<file path="config.mk">
export PLATFORM = sky130hd
export DESIGN_NAME = reset_sequencer
export DESIGN_NICKNAME = d
export VERILOG_FILES = /design/src/rtl/rst_seq_pkg.sv /design/src/rtl/reset_sequencer.sv /design/src/rtl/pin_sync.sv
export SDC_FILE = /design/constraint.sdc
export NUM_CORES = 1
export LEC_CHECK = 0
export ABC_AREA = 1
export ABC_CLOCK_PERIOD_IN_PS = 6900
export BUFFER_PORTS_ARGS = -buffer_cell sky130_fd_sc_hd__buf_2
export CORE_UTILIZATION = 51
export DETAILED_ROUTE_END_ITERATION = 16
export GPL_ROUTABILITY_DRIVEN = 0
export PLACE_DENSITY = 0.83
export SLEW_MARGIN = 20
export SYNTH_ARGS = -nofsm -noshare
export SYNTH_HDL_FRONTEND = slang
export SYNTH_SLANG_ARGS = --single-unit
</file>
<file path="constraint.sdc">
create_clock -name clk -period 6.9 [get_ports clk]
set_input_delay 0.69 -clock clk [delete_from_list [all_inputs] [get_ports clk]]
set_output_delay 0.69 -clock clk [all_outputs]
set_load 0.02 [all_outputs]
</file>
<file path="src/rtl/rst_seq_pkg.sv">
/*
 * Constants, register map and state type of the reset and interrupt-pin
 * sequencer. Assumes a single 40 MHz CPU clock; the EMIF clock period is
 * a fixed multiple of it.
 */
package rst_seq_pkg;
    // ********************************
    // clock figures
    // ********************************
    localparam int CPU_PERIOD_NS = 25;
    localparam int EMIF_DIV = 4;
    localparam int EMIF_PERIOD_NS = CPU_PERIOD_NS * EMIF_DIV;

    // ********************************
    // reset timing, in P and E units
    // ********************************
    localparam int Z_VALID_MIN_P = 2;
    localparam int EMIF_FLOAT_MIN_E = 2;
    localparam int EMIF_VALID_MIN_E = 16;
    localparam int WARM_HOLD_P = 32;

    localparam int CNT_W = 7;
    localparam int Z_VALID_CYC =
        (Z_VALID_MIN_P * CPU_PERIOD_NS + CPU_PERIOD_NS - 1) / CPU_PERIOD_NS;
    localparam int EMIF_FLOAT_CYC =
        (EMIF_FLOAT_MIN_E * EMIF_PERIOD_NS + CPU_PERIOD_NS - 1)
        / CPU_PERIOD_NS;
    localparam int EMIF_VALID_CYC =
        (EMIF_VALID_MIN_E * EMIF_PERIOD_NS + CPU_PERIOD_NS - 1)
        / CPU_PERIOD_NS;
    localparam logic [CNT_W-1:0] Z_VALID_LAST = CNT_W'(Z_VALID_CYC - 1);
    localparam logic [CNT_W-1:0] EMIF_FLOAT_LAST = CNT_W'(EMIF_FLOAT_CYC - 1);
    localparam logic [CNT_W-1:0] EMIF_VALID_LAST = CNT_W'(EMIF_VALID_CYC - 1);
    localparam logic [CNT_W-1:0] WARM_HOLD_LAST = CNT_W'(WARM_HOLD_P - 1);

    // ********************************
    // register map
    // ********************************
    localparam logic [11:0] REG_STATUS_OFS = 12'h000;
    localparam logic [11:0] REG_CONTROL_OFS = 12'h004;
    localparam logic [11:0] REG_POLARITY_OFS = 12'h008;
    localparam int STRAP_W = 7;
    localparam int ST_BOOT_LSB = 0;
    localparam int ST_PCI_EN_BIT = 7;
    localparam int ST_STATE_LSB = 8;
    localparam int ST_WARM_BIT = 10;
    localparam int CTL_EMU_RESET_BIT = 0;
    localparam logic [3:0] POLARITY_RESET = 4'h0;
    localparam logic [STRAP_W-1:0] BOOT_RESET = 7'h00;

    // ********************************
    // synchroniser vector layout
    // ********************************
    localparam int SY_HW_RST = 0;
    localparam int SY_HOST_WARM = 1;
    localparam int SY_PCI_RST = 2;
    localparam int SY_PCI_EN = 3;
    localparam int SY_SP2_EN = 4;
    localparam int SY_HOLD_REQ = 5;
    localparam int SY_IRQ_LSB = 6;
    localparam int SY_NMI = 10;
    localparam int SY_STRAP_LSB = 11;
    localparam int SYNC_W = 18;
    localparam logic [5:0] EDGE_PREV_RESET = 6'h3F;

    typedef enum logic [1:0] {
        SEQ_RUN = 2'b00,
        SEQ_FALL = 2'b01,
        SEQ_HOLD = 2'b11,
        SEQ_RISE = 2'b10
    } seq_state_t;
endpackage

</file>
<file path="src/rtl/reset_sequencer.sv">
/*
 * Reset sequencer and external interrupt pin qualifier with AHB-Lite
 * registers. Assumes one 40 MHz clock, an EMIF clock of a quarter of it,
 * and a single AHB-Lite master with hready = hreadyout.
 */
// Functional notes
// [RQ1] board asserts hardware reset after power-up, low during ramp.
// [RQ2] hardware reset pulse lasts at least 250 us.
// [RQ3] core reference clock runs correctly before reset release.
// [RQ4] with PCI enabled, PCI clock runs 32 periods before release.
// [RQ5] host warm reset repeats reset but keeps latched boot straps; code ignores host warm requests with PCI disabled.
// [RQ6] hardware reset never touches the PCI state machine.
// [RQ7] PCI bus reset affects only the PCI state machine.
// [RQ8] emulation reset behaves exactly like host warm reset; code also takes it with PCI disabled, where host warm is ignored.
// [RQ9] boot straps sampled at reset rise; board holds them valid.
// [RQ10] NMI low and high phases last at least 4 CPU clocks.
// [RQ11] external irq low and high phases last at least 8 CPU clocks.
// [RQ12] Z group floats at reset fall with no clock delay.
// [RQ13] Z group driven 2 to 8 CPU clocks after reset rise.
// [RQ14] EEPROM pins driven low in reset if PCI on, port 2 off.
// [RQ15] EEPROM pins valid within 11 CPU clocks after reset rise.
// [RQ16] EMIF outputs float 2E..3P+4E after fall, valid 16E..8P+20E.
// [RQ17] EMIF clock resynchronised inside the fall and rise windows.
// [RQ18] EMIF clock output floats after 2E, valid by 8P+20E.
// [RQ19] hold ack and bus request follow hold request during reset.
// [RQ20] PCI enable strap is static and always valid.
// [RQ21] each external irq pin has a programmable polarity bit.
// [RQ22] irq pins pass two flops, edges detected on synced value.
module reset_sequencer
    import rst_seq_pkg::*;
(
    input wire logic clk,
    input wire logic rst_n,
    input wire logic hw_reset_pin_n,
    input wire logic host_soft_reset,
    input wire logic pci_bus_reset_in_n,
    input wire logic pci_enable_strap,
    input wire logic serial_port2_enable,
    input wire logic [3:0] emif_addr_strap_bits,
    input wire logic endian_strap,
    input wire logic pci_eeprom_autoinit_strap,
    input wire logic host_data5_strap,
    input wire logic hold_request_in,
    input wire logic bus_hold_ack_core,
    input wire logic bus_request_core,
    input wire logic eeprom_cs_core,
    input wire logic eeprom_clk_core,
    input wire logic eeprom_dout_core,
    input wire logic [3:0] external_irq_pin,
    input wire logic nmi_pin,
    input wire logic hsel,
    input wire logic [31:0] haddr,
    input wire logic [1:0] htrans,
    input wire logic hwrite,
    input wire logic [2:0] hsize,
    input wire logic [31:0] hwdata,
    input wire logic hready,
    output logic [31:0] hrdata,
    output logic hreadyout,
    output logic hresp,
    output logic core_reset_n,
    output logic pci_sm_reset_n,
    output logic z_group_oe_n,
    output logic emif_z_oe_n,
    output logic emif_clock_out_oe_n,
    output logic emif_clock_resync,
    output logic bus_hold_ack,
    output logic bus_request_out,
    output logic eeprom_chip_select,
    output logic eeprom_serial_clock,
    output logic eeprom_serial_data_out,
    output logic eeprom_oe_n,
    output logic [STRAP_W-1:0] boot_config,
    output logic [3:0] ext_irq_event,
    output logic nmi_event
);

    // ********************************
    // reset release and pin synchronisers
    // ********************************
    logic rst_meta_reg;
    logic rst_s_n;

    logic [SYNC_W-1:0] pins_s;

    always_ff @(posedge clk or negedge rst_n) begin
        if (!rst_n) begin
            rst_meta_reg <= 1'b0;
            rst_s_n <= 1'b0;
        end else begin
            rst_meta_reg <= 1'b1;
            rst_s_n <= rst_meta_reg;
        end
    end

    wire [SYNC_W-1:0] pins_raw = {host_data5_strap, pci_eeprom_autoinit_strap,
        endian_strap, emif_addr_strap_bits, nmi_pin, external_irq_pin,
        hold_request_in, serial_port2_enable, pci_enable_strap,
        pci_bus_reset_in_n, host_soft_reset, hw_reset_pin_n};

    pin_sync #(.WIDTH(SYNC_W)) u_pin_sync (
        .clk(clk),
        .rst_n(rst_s_n),
        .din(pins_raw),
        .dout(pins_s)
    );

    wire hw_rst_s = pins_s[SY_HW_RST];
    wire pci_rst_s = pins_s[SY_PCI_RST];
    wire pci_en_s = pins_s[SY_PCI_EN];
    wire hold_req_s = pins_s[SY_HOLD_REQ];
    wire [3:0] irq_s = pins_s[SY_IRQ_LSB +: 4];
    wire nmi_s = pins_s[SY_NMI];
    wire [STRAP_W-1:0] strap_s = pins_s[SY_STRAP_LSB +: STRAP_W];
    wire low_mode = pci_en_s & ~pins_s[SY_SP2_EN];

    // ********************************
    // register bus
    // ********************************
    logic [3:0] ext_irq_polarity_reg;
    logic emu_req_reg;
    logic wr_pend_reg;
    logic [11:0] wr_addr_reg;
    logic [31:0] hrdata_reg;
    logic [31:0] status_word;
    seq_state_t state_reg;
    seq_state_t state_next;
    logic hw_flag_reg;
    logic hw_flag_next;

    wire ahb_take = hsel & htrans[1] & hready;
    wire rd_take = ahb_take & ~hwrite;
    wire wr_pol = wr_pend_reg & (wr_addr_reg == REG_POLARITY_OFS);
    wire wr_ctl = wr_pend_reg & (wr_addr_reg == REG_CONTROL_OFS);
    wire [11:0] rd_ofs = haddr[11:0];
    wire [31:0] rd_word = (rd_ofs == REG_STATUS_OFS) ? status_word :
        (rd_ofs == REG_POLARITY_OFS) ? {28'h0000_000, ext_irq_polarity_reg} :
        32'h0000_0000;

    always_comb begin
        status_word = 32'h0000_0000;
        status_word[ST_BOOT_LSB +: STRAP_W] = boot_config;
        status_word[ST_PCI_EN_BIT] = pci_en_s;
        status_word[ST_STATE_LSB +: 2] = state_reg;
        status_word[ST_WARM_BIT] = ~hw_flag_reg;
    end

    // zero wait states: read data registered from the address phase
    always_ff @(posedge clk or negedge rst_s_n) begin
        if (!rst_s_n) begin
            wr_pend_reg <= 1'b0;
            wr_addr_reg <= 12'h000;
            hrdata_reg <= 32'h0000_0000;
            ext_irq_polarity_reg <= POLARITY_RESET;
            emu_req_reg <= 1'b0;
        end else begin
            wr_pend_reg <= ahb_take & hwrite;
            wr_addr_reg <= haddr[11:0];
            if (rd_take) begin
                hrdata_reg <= rd_word;
            end
            if (wr_pol) begin
                ext_irq_polarity_reg <= hwdata[3:0];
            end
            emu_req_reg <= wr_ctl & hwdata[CTL_EMU_RESET_BIT]; // RQ8
        end
    end

    assign hrdata = hrdata_reg;
    assign hreadyout = 1'b1;
    assign hresp = 1'b0;

    // ********************************
    // interrupt pin qualification
    // ********************************
    logic [5:0] edge_prev_reg;
    logic [3:0] irq_event_reg;
    logic nmi_event_reg;

    wire [3:0] irq_lvl = irq_s ^ ext_irq_polarity_reg; // RQ21
    wire [5:0] edge_cur = {pins_s[SY_HOST_WARM], nmi_s, irq_lvl};
    wire [5:0] edge_hit = edge_cur & ~edge_prev_reg; // RQ22

    // prev starts high so an idle level is not taken for an edge
    always_ff @(posedge clk or negedge rst_s_n) begin
        if (!rst_s_n) begin
            edge_prev_reg <= EDGE_PREV_RESET;
            irq_event_reg <= 4'h0;
            nmi_event_reg <= 1'b0;
        end else begin
            edge_prev_reg <= edge_cur;
            irq_event_reg <= edge_hit[3:0];
            nmi_event_reg <= edge_hit[4];
        end
    end

    assign ext_irq_event = irq_event_reg;
    assign nmi_event = nmi_event_reg;

    // ********************************
    // reset sequence
    // ********************************
    logic [CNT_W-1:0] cnt_reg;
    logic [CNT_W-1:0] cnt_next;

    // a host warm request is honoured only with PCI enabled; an emulation request always is
    wire warm_req = (edge_hit[5] & pci_en_s) | emu_req_reg; // RQ5 RQ8
    wire fall_done = (state_reg == SEQ_FALL) && (cnt_reg == EMIF_FLOAT_LAST);
    wire z_release = (state_reg == SEQ_RISE) && (cnt_reg == Z_VALID_LAST);
    wire rise_done = (state_reg == SEQ_RISE) && (cnt_reg == EMIF_VALID_LAST)
        && hw_rst_s;
    wire strap_take = (state_reg == SEQ_HOLD) && hw_flag_reg && hw_rst_s;
    wire warm_done = !hw_flag_reg && (cnt_reg == WARM_HOLD_LAST);
    wire go_fall = (state_next == SEQ_FALL) && (state_reg != SEQ_FALL);

    always_comb begin
        state_next = state_reg;
        hw_flag_next = hw_flag_reg;
        cnt_next = cnt_reg + 1'b1;
        case (state_reg)
            SEQ_RUN: begin
                cnt_next = '0;
                if (!hw_rst_s) begin
                    state_next = SEQ_FALL;
                    hw_flag_next = 1'b1;
                end else if (warm_req) begin
                    state_next = SEQ_FALL;
                    hw_flag_next = 1'b0;
                end
            end
            SEQ_FALL: begin
                if (!hw_rst_s) begin
                    hw_flag_next = 1'b1;
                end
                if (fall_done) begin
                    state_next = SEQ_HOLD;
                    cnt_next = '0;
                end
            end
            SEQ_HOLD: begin
                if (!hw_rst_s) begin
                    hw_flag_next = 1'b1;
                    cnt_next = '0;
                end else if (hw_flag_reg || warm_done) begin
                    state_next = SEQ_RISE;
                    cnt_next = '0;
                end
            end
            SEQ_RISE: begin
                if (!hw_rst_s) begin
                    state_next = SEQ_FALL;
                    hw_flag_next = 1'b1;
                    cnt_next = '0;
                end else if (rise_done) begin
                    state_next = SEQ_RUN;
                end
            end
            default: begin
                state_next = SEQ_FALL;
                hw_flag_next = 1'b1;
                cnt_next = '0;
            end
        endcase
    end

    always_ff @(posedge clk or negedge rst_s_n) begin
        if (!rst_s_n) begin
            state_reg <= SEQ_FALL;
            hw_flag_reg <= 1'b1;
            cnt_reg <= '0;
        end else begin
            state_reg <= state_next;
            hw_flag_reg <= hw_flag_next;
            cnt_reg <= cnt_next;
        end
    end

    // ********************************
    // boot straps and PCI state machine reset
    // ********************************
    logic [STRAP_W-1:0] boot_reg;
    logic pci_sm_rst_reg;

    // only a hardware release relatches; warm resets keep the old value
    always_ff @(posedge clk or negedge rst_s_n) begin
        if (!rst_s_n) begin
            boot_reg <= BOOT_RESET;
            pci_sm_rst_reg <= 1'b0;
        end else begin
            if (strap_take) begin
                boot_reg <= strap_s; // RQ9 RQ5
            end
            pci_sm_rst_reg <= pci_rst_s; // RQ6 RQ7
        end
    end

    assign boot_config = boot_reg;
    assign pci_sm_reset_n = pci_sm_rst_reg;

    // ********************************
    // pin group drive control
    // ********************************
    logic z_drive_reg;
    logic emif_drive_reg;
    logic core_rst_reg;
    logic resync_reg;
    logic hold_ack_reg;
    logic bus_req_reg;
    logic [2:0] eeprom_reg;

    // the reset pin clears the Z and low groups without waiting for a clock
    wire z_arst_n = hw_reset_pin_n & rst_s_n;

    always_ff @(posedge clk or negedge z_arst_n) begin
        if (!z_arst_n) begin
            z_drive_reg <= 1'b0; // RQ12
            eeprom_reg <= 3'h0; // RQ14
        end else begin
            if (go_fall) begin
                z_drive_reg <= 1'b0;
            end else if (z_release) begin
                z_drive_reg <= 1'b1; // RQ13 RQ15
            end
            eeprom_reg <= z_drive_reg ?
                {eeprom_cs_core, eeprom_clk_core, eeprom_dout_core} : 3'h0;
        end
    end

    // EMIF side floats only after 2E, and waits 16E after release
    always_ff @(posedge clk or negedge rst_s_n) begin
        if (!rst_s_n) begin
            emif_drive_reg <= 1'b0;
            core_rst_reg <= 1'b0;
            resync_reg <= 1'b0;
            hold_ack_reg <= 1'b0;
            bus_req_reg <= 1'b0;
        end else begin
            if (fall_done) begin
                emif_drive_reg <= 1'b0; // RQ16 RQ18
            end else if (rise_done) begin
                emif_drive_reg <= 1'b1; // RQ16 RQ18
            end
            if (go_fall) begin
                core_rst_reg <= 1'b0;
            end else if (rise_done) begin
                core_rst_reg <= 1'b1;
            end
            resync_reg <= fall_done | rise_done; // RQ17
            hold_ack_reg <= emif_drive_reg ? bus_hold_ack_core : hold_req_s;
            bus_req_reg <= emif_drive_reg ? bus_request_core : hold_req_s; // RQ19
        end
    end

    assign z_group_oe_n = ~z_drive_reg;
    assign emif_z_oe_n = ~emif_drive_reg;
    assign emif_clock_out_oe_n = ~emif_drive_reg;
    assign core_reset_n = core_rst_reg;
    assign emif_clock_resync = resync_reg;
    assign bus_hold_ack = hold_ack_reg;
    assign bus_request_out = bus_req_reg;
    assign {eeprom_chip_select, eeprom_serial_clock,
        eeprom_serial_data_out} = eeprom_reg;
    assign eeprom_oe_n = ~(z_drive_reg | low_mode); // RQ14
endmodule

</file>
<file path="src/rtl/pin_sync.sv">
/*
 * Two-flop synchroniser for a vector of asynchronous pins.
 * Assumes the reset is already released synchronously to clk.
 */
module pin_sync #(
    parameter int WIDTH = 1
) (
    input wire logic clk,
    input wire logic rst_n,
    input wire logic [WIDTH-1:0] din,
    output logic [WIDTH-1:0] dout
);
    logic [WIDTH-1:0] meta_reg;
    logic [WIDTH-1:0] sync_reg;

    // zero reset: active-low reset pins read as asserted until sampled
    always_ff @(posedge clk or negedge rst_n) begin
        if (!rst_n) begin
            meta_reg <= '0;
            sync_reg <= '0;
        end else begin
            meta_reg <= din;
            sync_reg <= meta_reg;
        end
    end

    assign dout = sync_reg;
endmodule

</file>
==> results.py <==
metrics = {
    "clock_tree": {
        "clk_pin_slew_ns": 0.10,
        "cts_setup_buffers": 0,
        "tritoncts": "built",
        "clock_latency_ns": 0.36,
        "cts-buffers-inserted": 9,
        "cts_buffer_depth": 2,
        "post_cts_resized": 0,
        "cts_sinks": 105,
        "htree_levels": 3,
        "ctsHoldBuffers": 0,
        "clockRootBuffer": "clkbuf_8",
    },
    "detailed_routing": {
        "first_pass_iters": 4,
        "initialDrtViolationCount": 124,
        "vias": 2546,
        "drt-total-wl_mm": 6.46,
        "route.detailed.drc": 0,
        "vias_per_cell": 4.64,
        "ant_nets": 0,
        "wl_per_cell_um": 11.8,
    },
    "setup_path": {
        "path_buf_inv": 2,
        "path_class": "input port to register",
        "end_kind": "register",
        "cp_slowest_cell": "nor2_1",
        "critPathRequiredTime_ns": 7.16,
        "path_cells": "buf_2 > nand3_1 > nor2_1 > inv_1 > nand2_1 > nand2_1",
        "start_kind": "input port",
        "crit_family": "simple AND/OR/NAND/NOR gates",
        "max_stage_delay_ns": 0.62,
        "arrival_ns": 2.11,
        "cp_max_fo": 12,
        "cpMostUsedCell": "nand2_1",
    },
    "synth": {
        "synth.avg_cell_area_um2": 10.7,
        "synthAdderAreaFrac": 0.00650,
        "synth_edf_count": 0,
        "netlist_instances": 360,
        "ys.flop_type": "dfrtp_1",
        "syn-cell-area_um2": 3850,
        "synth_xor_area_frac": 0.00683,
        "synth_top_family_by_area": "simple AND/OR/NAND/NOR gates",
        "synthMuxAreaShare": 0,
        "ys_seq_elements": 105,
        "synth_seq_area_share": 0.685,
        "async_flop_share": 1.00,
        "synth_compound_area_frac": 0.0400,
        "ys_warn_count": 0,
        "synth_simple_gate_area_share": 0.171,
        "ys_types": 29,
    },
    "layout": {
        "layout-drive-gt1-share": 0.256,
        "nets": 544,
        "final-seq-area_um2": 2640,
        "multiInputGateArea_um2": 955,
        "diodes": 0,
        "area_delta_synth_final_pct": 15.7,
        "n_fill_cell": 622,
        "fin_util": 0.611,
    },
    "placed_design": {
        "hpwl_mm": 4.75,
        "portBuffers": 79,
    },
    "global_route": {
        "grt_pass1_wl_mm": 10.3,
        "use_met3": 0.0448,
        "grt_usage": 0.181,
        "busiest_layer": "met2",
        "gr-total-overflow": 0,
        "met2_usage": 0.281,
        "grt_antenna_before_repair": 0,
        "grt_pass1_vias": 2261,
        "grtUsageMet1": 0.229,
        "grt_max_degree": 52,
    },
    "floorplan": {
        "initial_core_util": 0.528,
        "core_um2": 7290,
        "die_w_um": 88.9,
        "die_area_um2": 7900,
        "ios": 155,
        "rows": 31,
        "fp.dieH_um": 88.9,
    },
    "timing": {
        "fin_skew_ns": 0.0117,
        "fmax_ghz": 0.541,
        "setup_viol": 0,
        "relSlewSlack": 0.468,
        "finalHoldViolations": 0,
        "rsz0062_at_grt": "no",
        "worst_pin_slew_ns": 0.795,
        "period_share": 0.268,
        "setup_tns_ns": 0,
        "min_period_ns": 1.85,
        "drv_slew": 0,
    },
    "min_path": {
        "hp-class": "input port to asynchronous set/reset pin",
    },
    "power_and_ir_drop": {
        "power_leakage_nw": 2.38,
        "p_total_mw": 1.30,
        "power_density_nw_per_um2": 291,
        "vdd_ir_drop_max_mv": 0.169,
    },
    "job": {
        "drv_cap": 0,
    },
    "outcome": {
        "outcome": "finished, final reports clean",
    },
}
## area by class of cell
| type | instances | share of cell area |
|---|---|---|
| clock inverter | 7 | 0.0149 |
| tap | 99 | 0.0278 |
| multi-input combinational | 212 | 0.214 |
| timing repair buffer | 80 | 0.0905 |
| sequential | 105 | 0.593 |
| inverter | 37 | 0.0312 |
| clock buffer | 9 | 0.0278 |
## path summary, 6_finish.rpt
check | startpoint | slack, ns | to | cells after the start
worst max-delay path | hsel | 5.05 | hrdata[1] | 6
worst min-delay path | rst_n | 0.09 | rst_meta_reg | 1
worst max register to register | cnt_reg[0] | 5.35 | cnt_reg[6] | 6
worst min register to register | rst_s_n | 0.35 | u_pin_sync.meta_reg[8] | 0
max in group asynchronous | rst_s_n | 5.37 | eeprom_reg[1] | 3
min in group clk | u_pin_sync.meta_reg[0] | 0.36 | u_pin_sync.dout[0] | 0
## worst reg2reg max path: cells and delay by family, from the launching register on
kind,cells,cell delay (ns)
compound gates,1,0.12
fa+ha+maj,1,0.20
simple gates,4,0.69
flops,1,0.41
## logic make-up (layout without fill, tap and decap cells)
kind of cell    after synthesis  after routing
other cells                   2             24
compound gates               29             29
fa+ha+maj                     2              2
buf+inv                      65            133
xor+xnor                      3              3
flops                       105            105
simple gates                154            154
## per-layer routing
metal | part of all wire | wire [µm] | vias up
li1 | - | - | 1237
met4 | 0.033 | 213 | 0
met2 | 0.48 | 3080 | 87
met3 | 0.051 | 331 | 18
met5 | 0 | 0 | -
met1 | 0.44 | 2840 | 1204
## synthesized netlist by cell type (2+ instances only)
library cell,n,area share
dfstp_2,8,0.055
a21oi_1,19,0.025
o21ai_0,7,0.0091
inv_1,36,0.035
dfrtp_1,97,0.63
xor2_1,2,0.0046
nand3_1,26,0.034
ha_1,2,0.0065
nand2_1,86,0.084
buf_4,25,0.049
or2_2,5,0.0081
conb_1,2,0.0020
clkbuf_1,2,0.0020
nor2_1,28,0.027
## cells in the final DEF, fill, tap and decap left out, types with 2 or more instances in the layout
cell type  instances
nand2_1           86
xor2_1             2
clkinv_2           2
inv_8              2
dfrtp_1           96
ha_1               2
conb_1            24
clkinv_4           2
clkbuf_8           9
or2_2              5
nand3_1           26
dfstp_2            8
nor2_1            28
a21oi_1           19
inv_1             36
buf_2             79
o21ai_0            7
## through the flow
step | instance area, µm² | instances | hold slack, ns | setup WS [ns]
after floorplan | 3930 | 382 | 0.331 | 3.87
after global placement | 4260 | 533 | 0.332 | 4.67
after detailed placement | 4260 | 533 | 0.335 | 4.64
after CTS | 4450 | 549 | 0.0712 | 5.04
after global routing | 4450 | 549 | 0.0676 | 4.88
final | 4450 | 549 | 0.0887 | 5.05
## power breakdown
part / total [mW] / switching (mW) / internal [mW]
Sequential: 0.731 / 0.0514 / 0.679
Combinational: 0.212 / 0.142 / 0.0703
Clock: 0.353 / 0.214 / 0.139
Total: 1.30 / 0.407 / 0.889
Power figures use the tool's default switching activity.
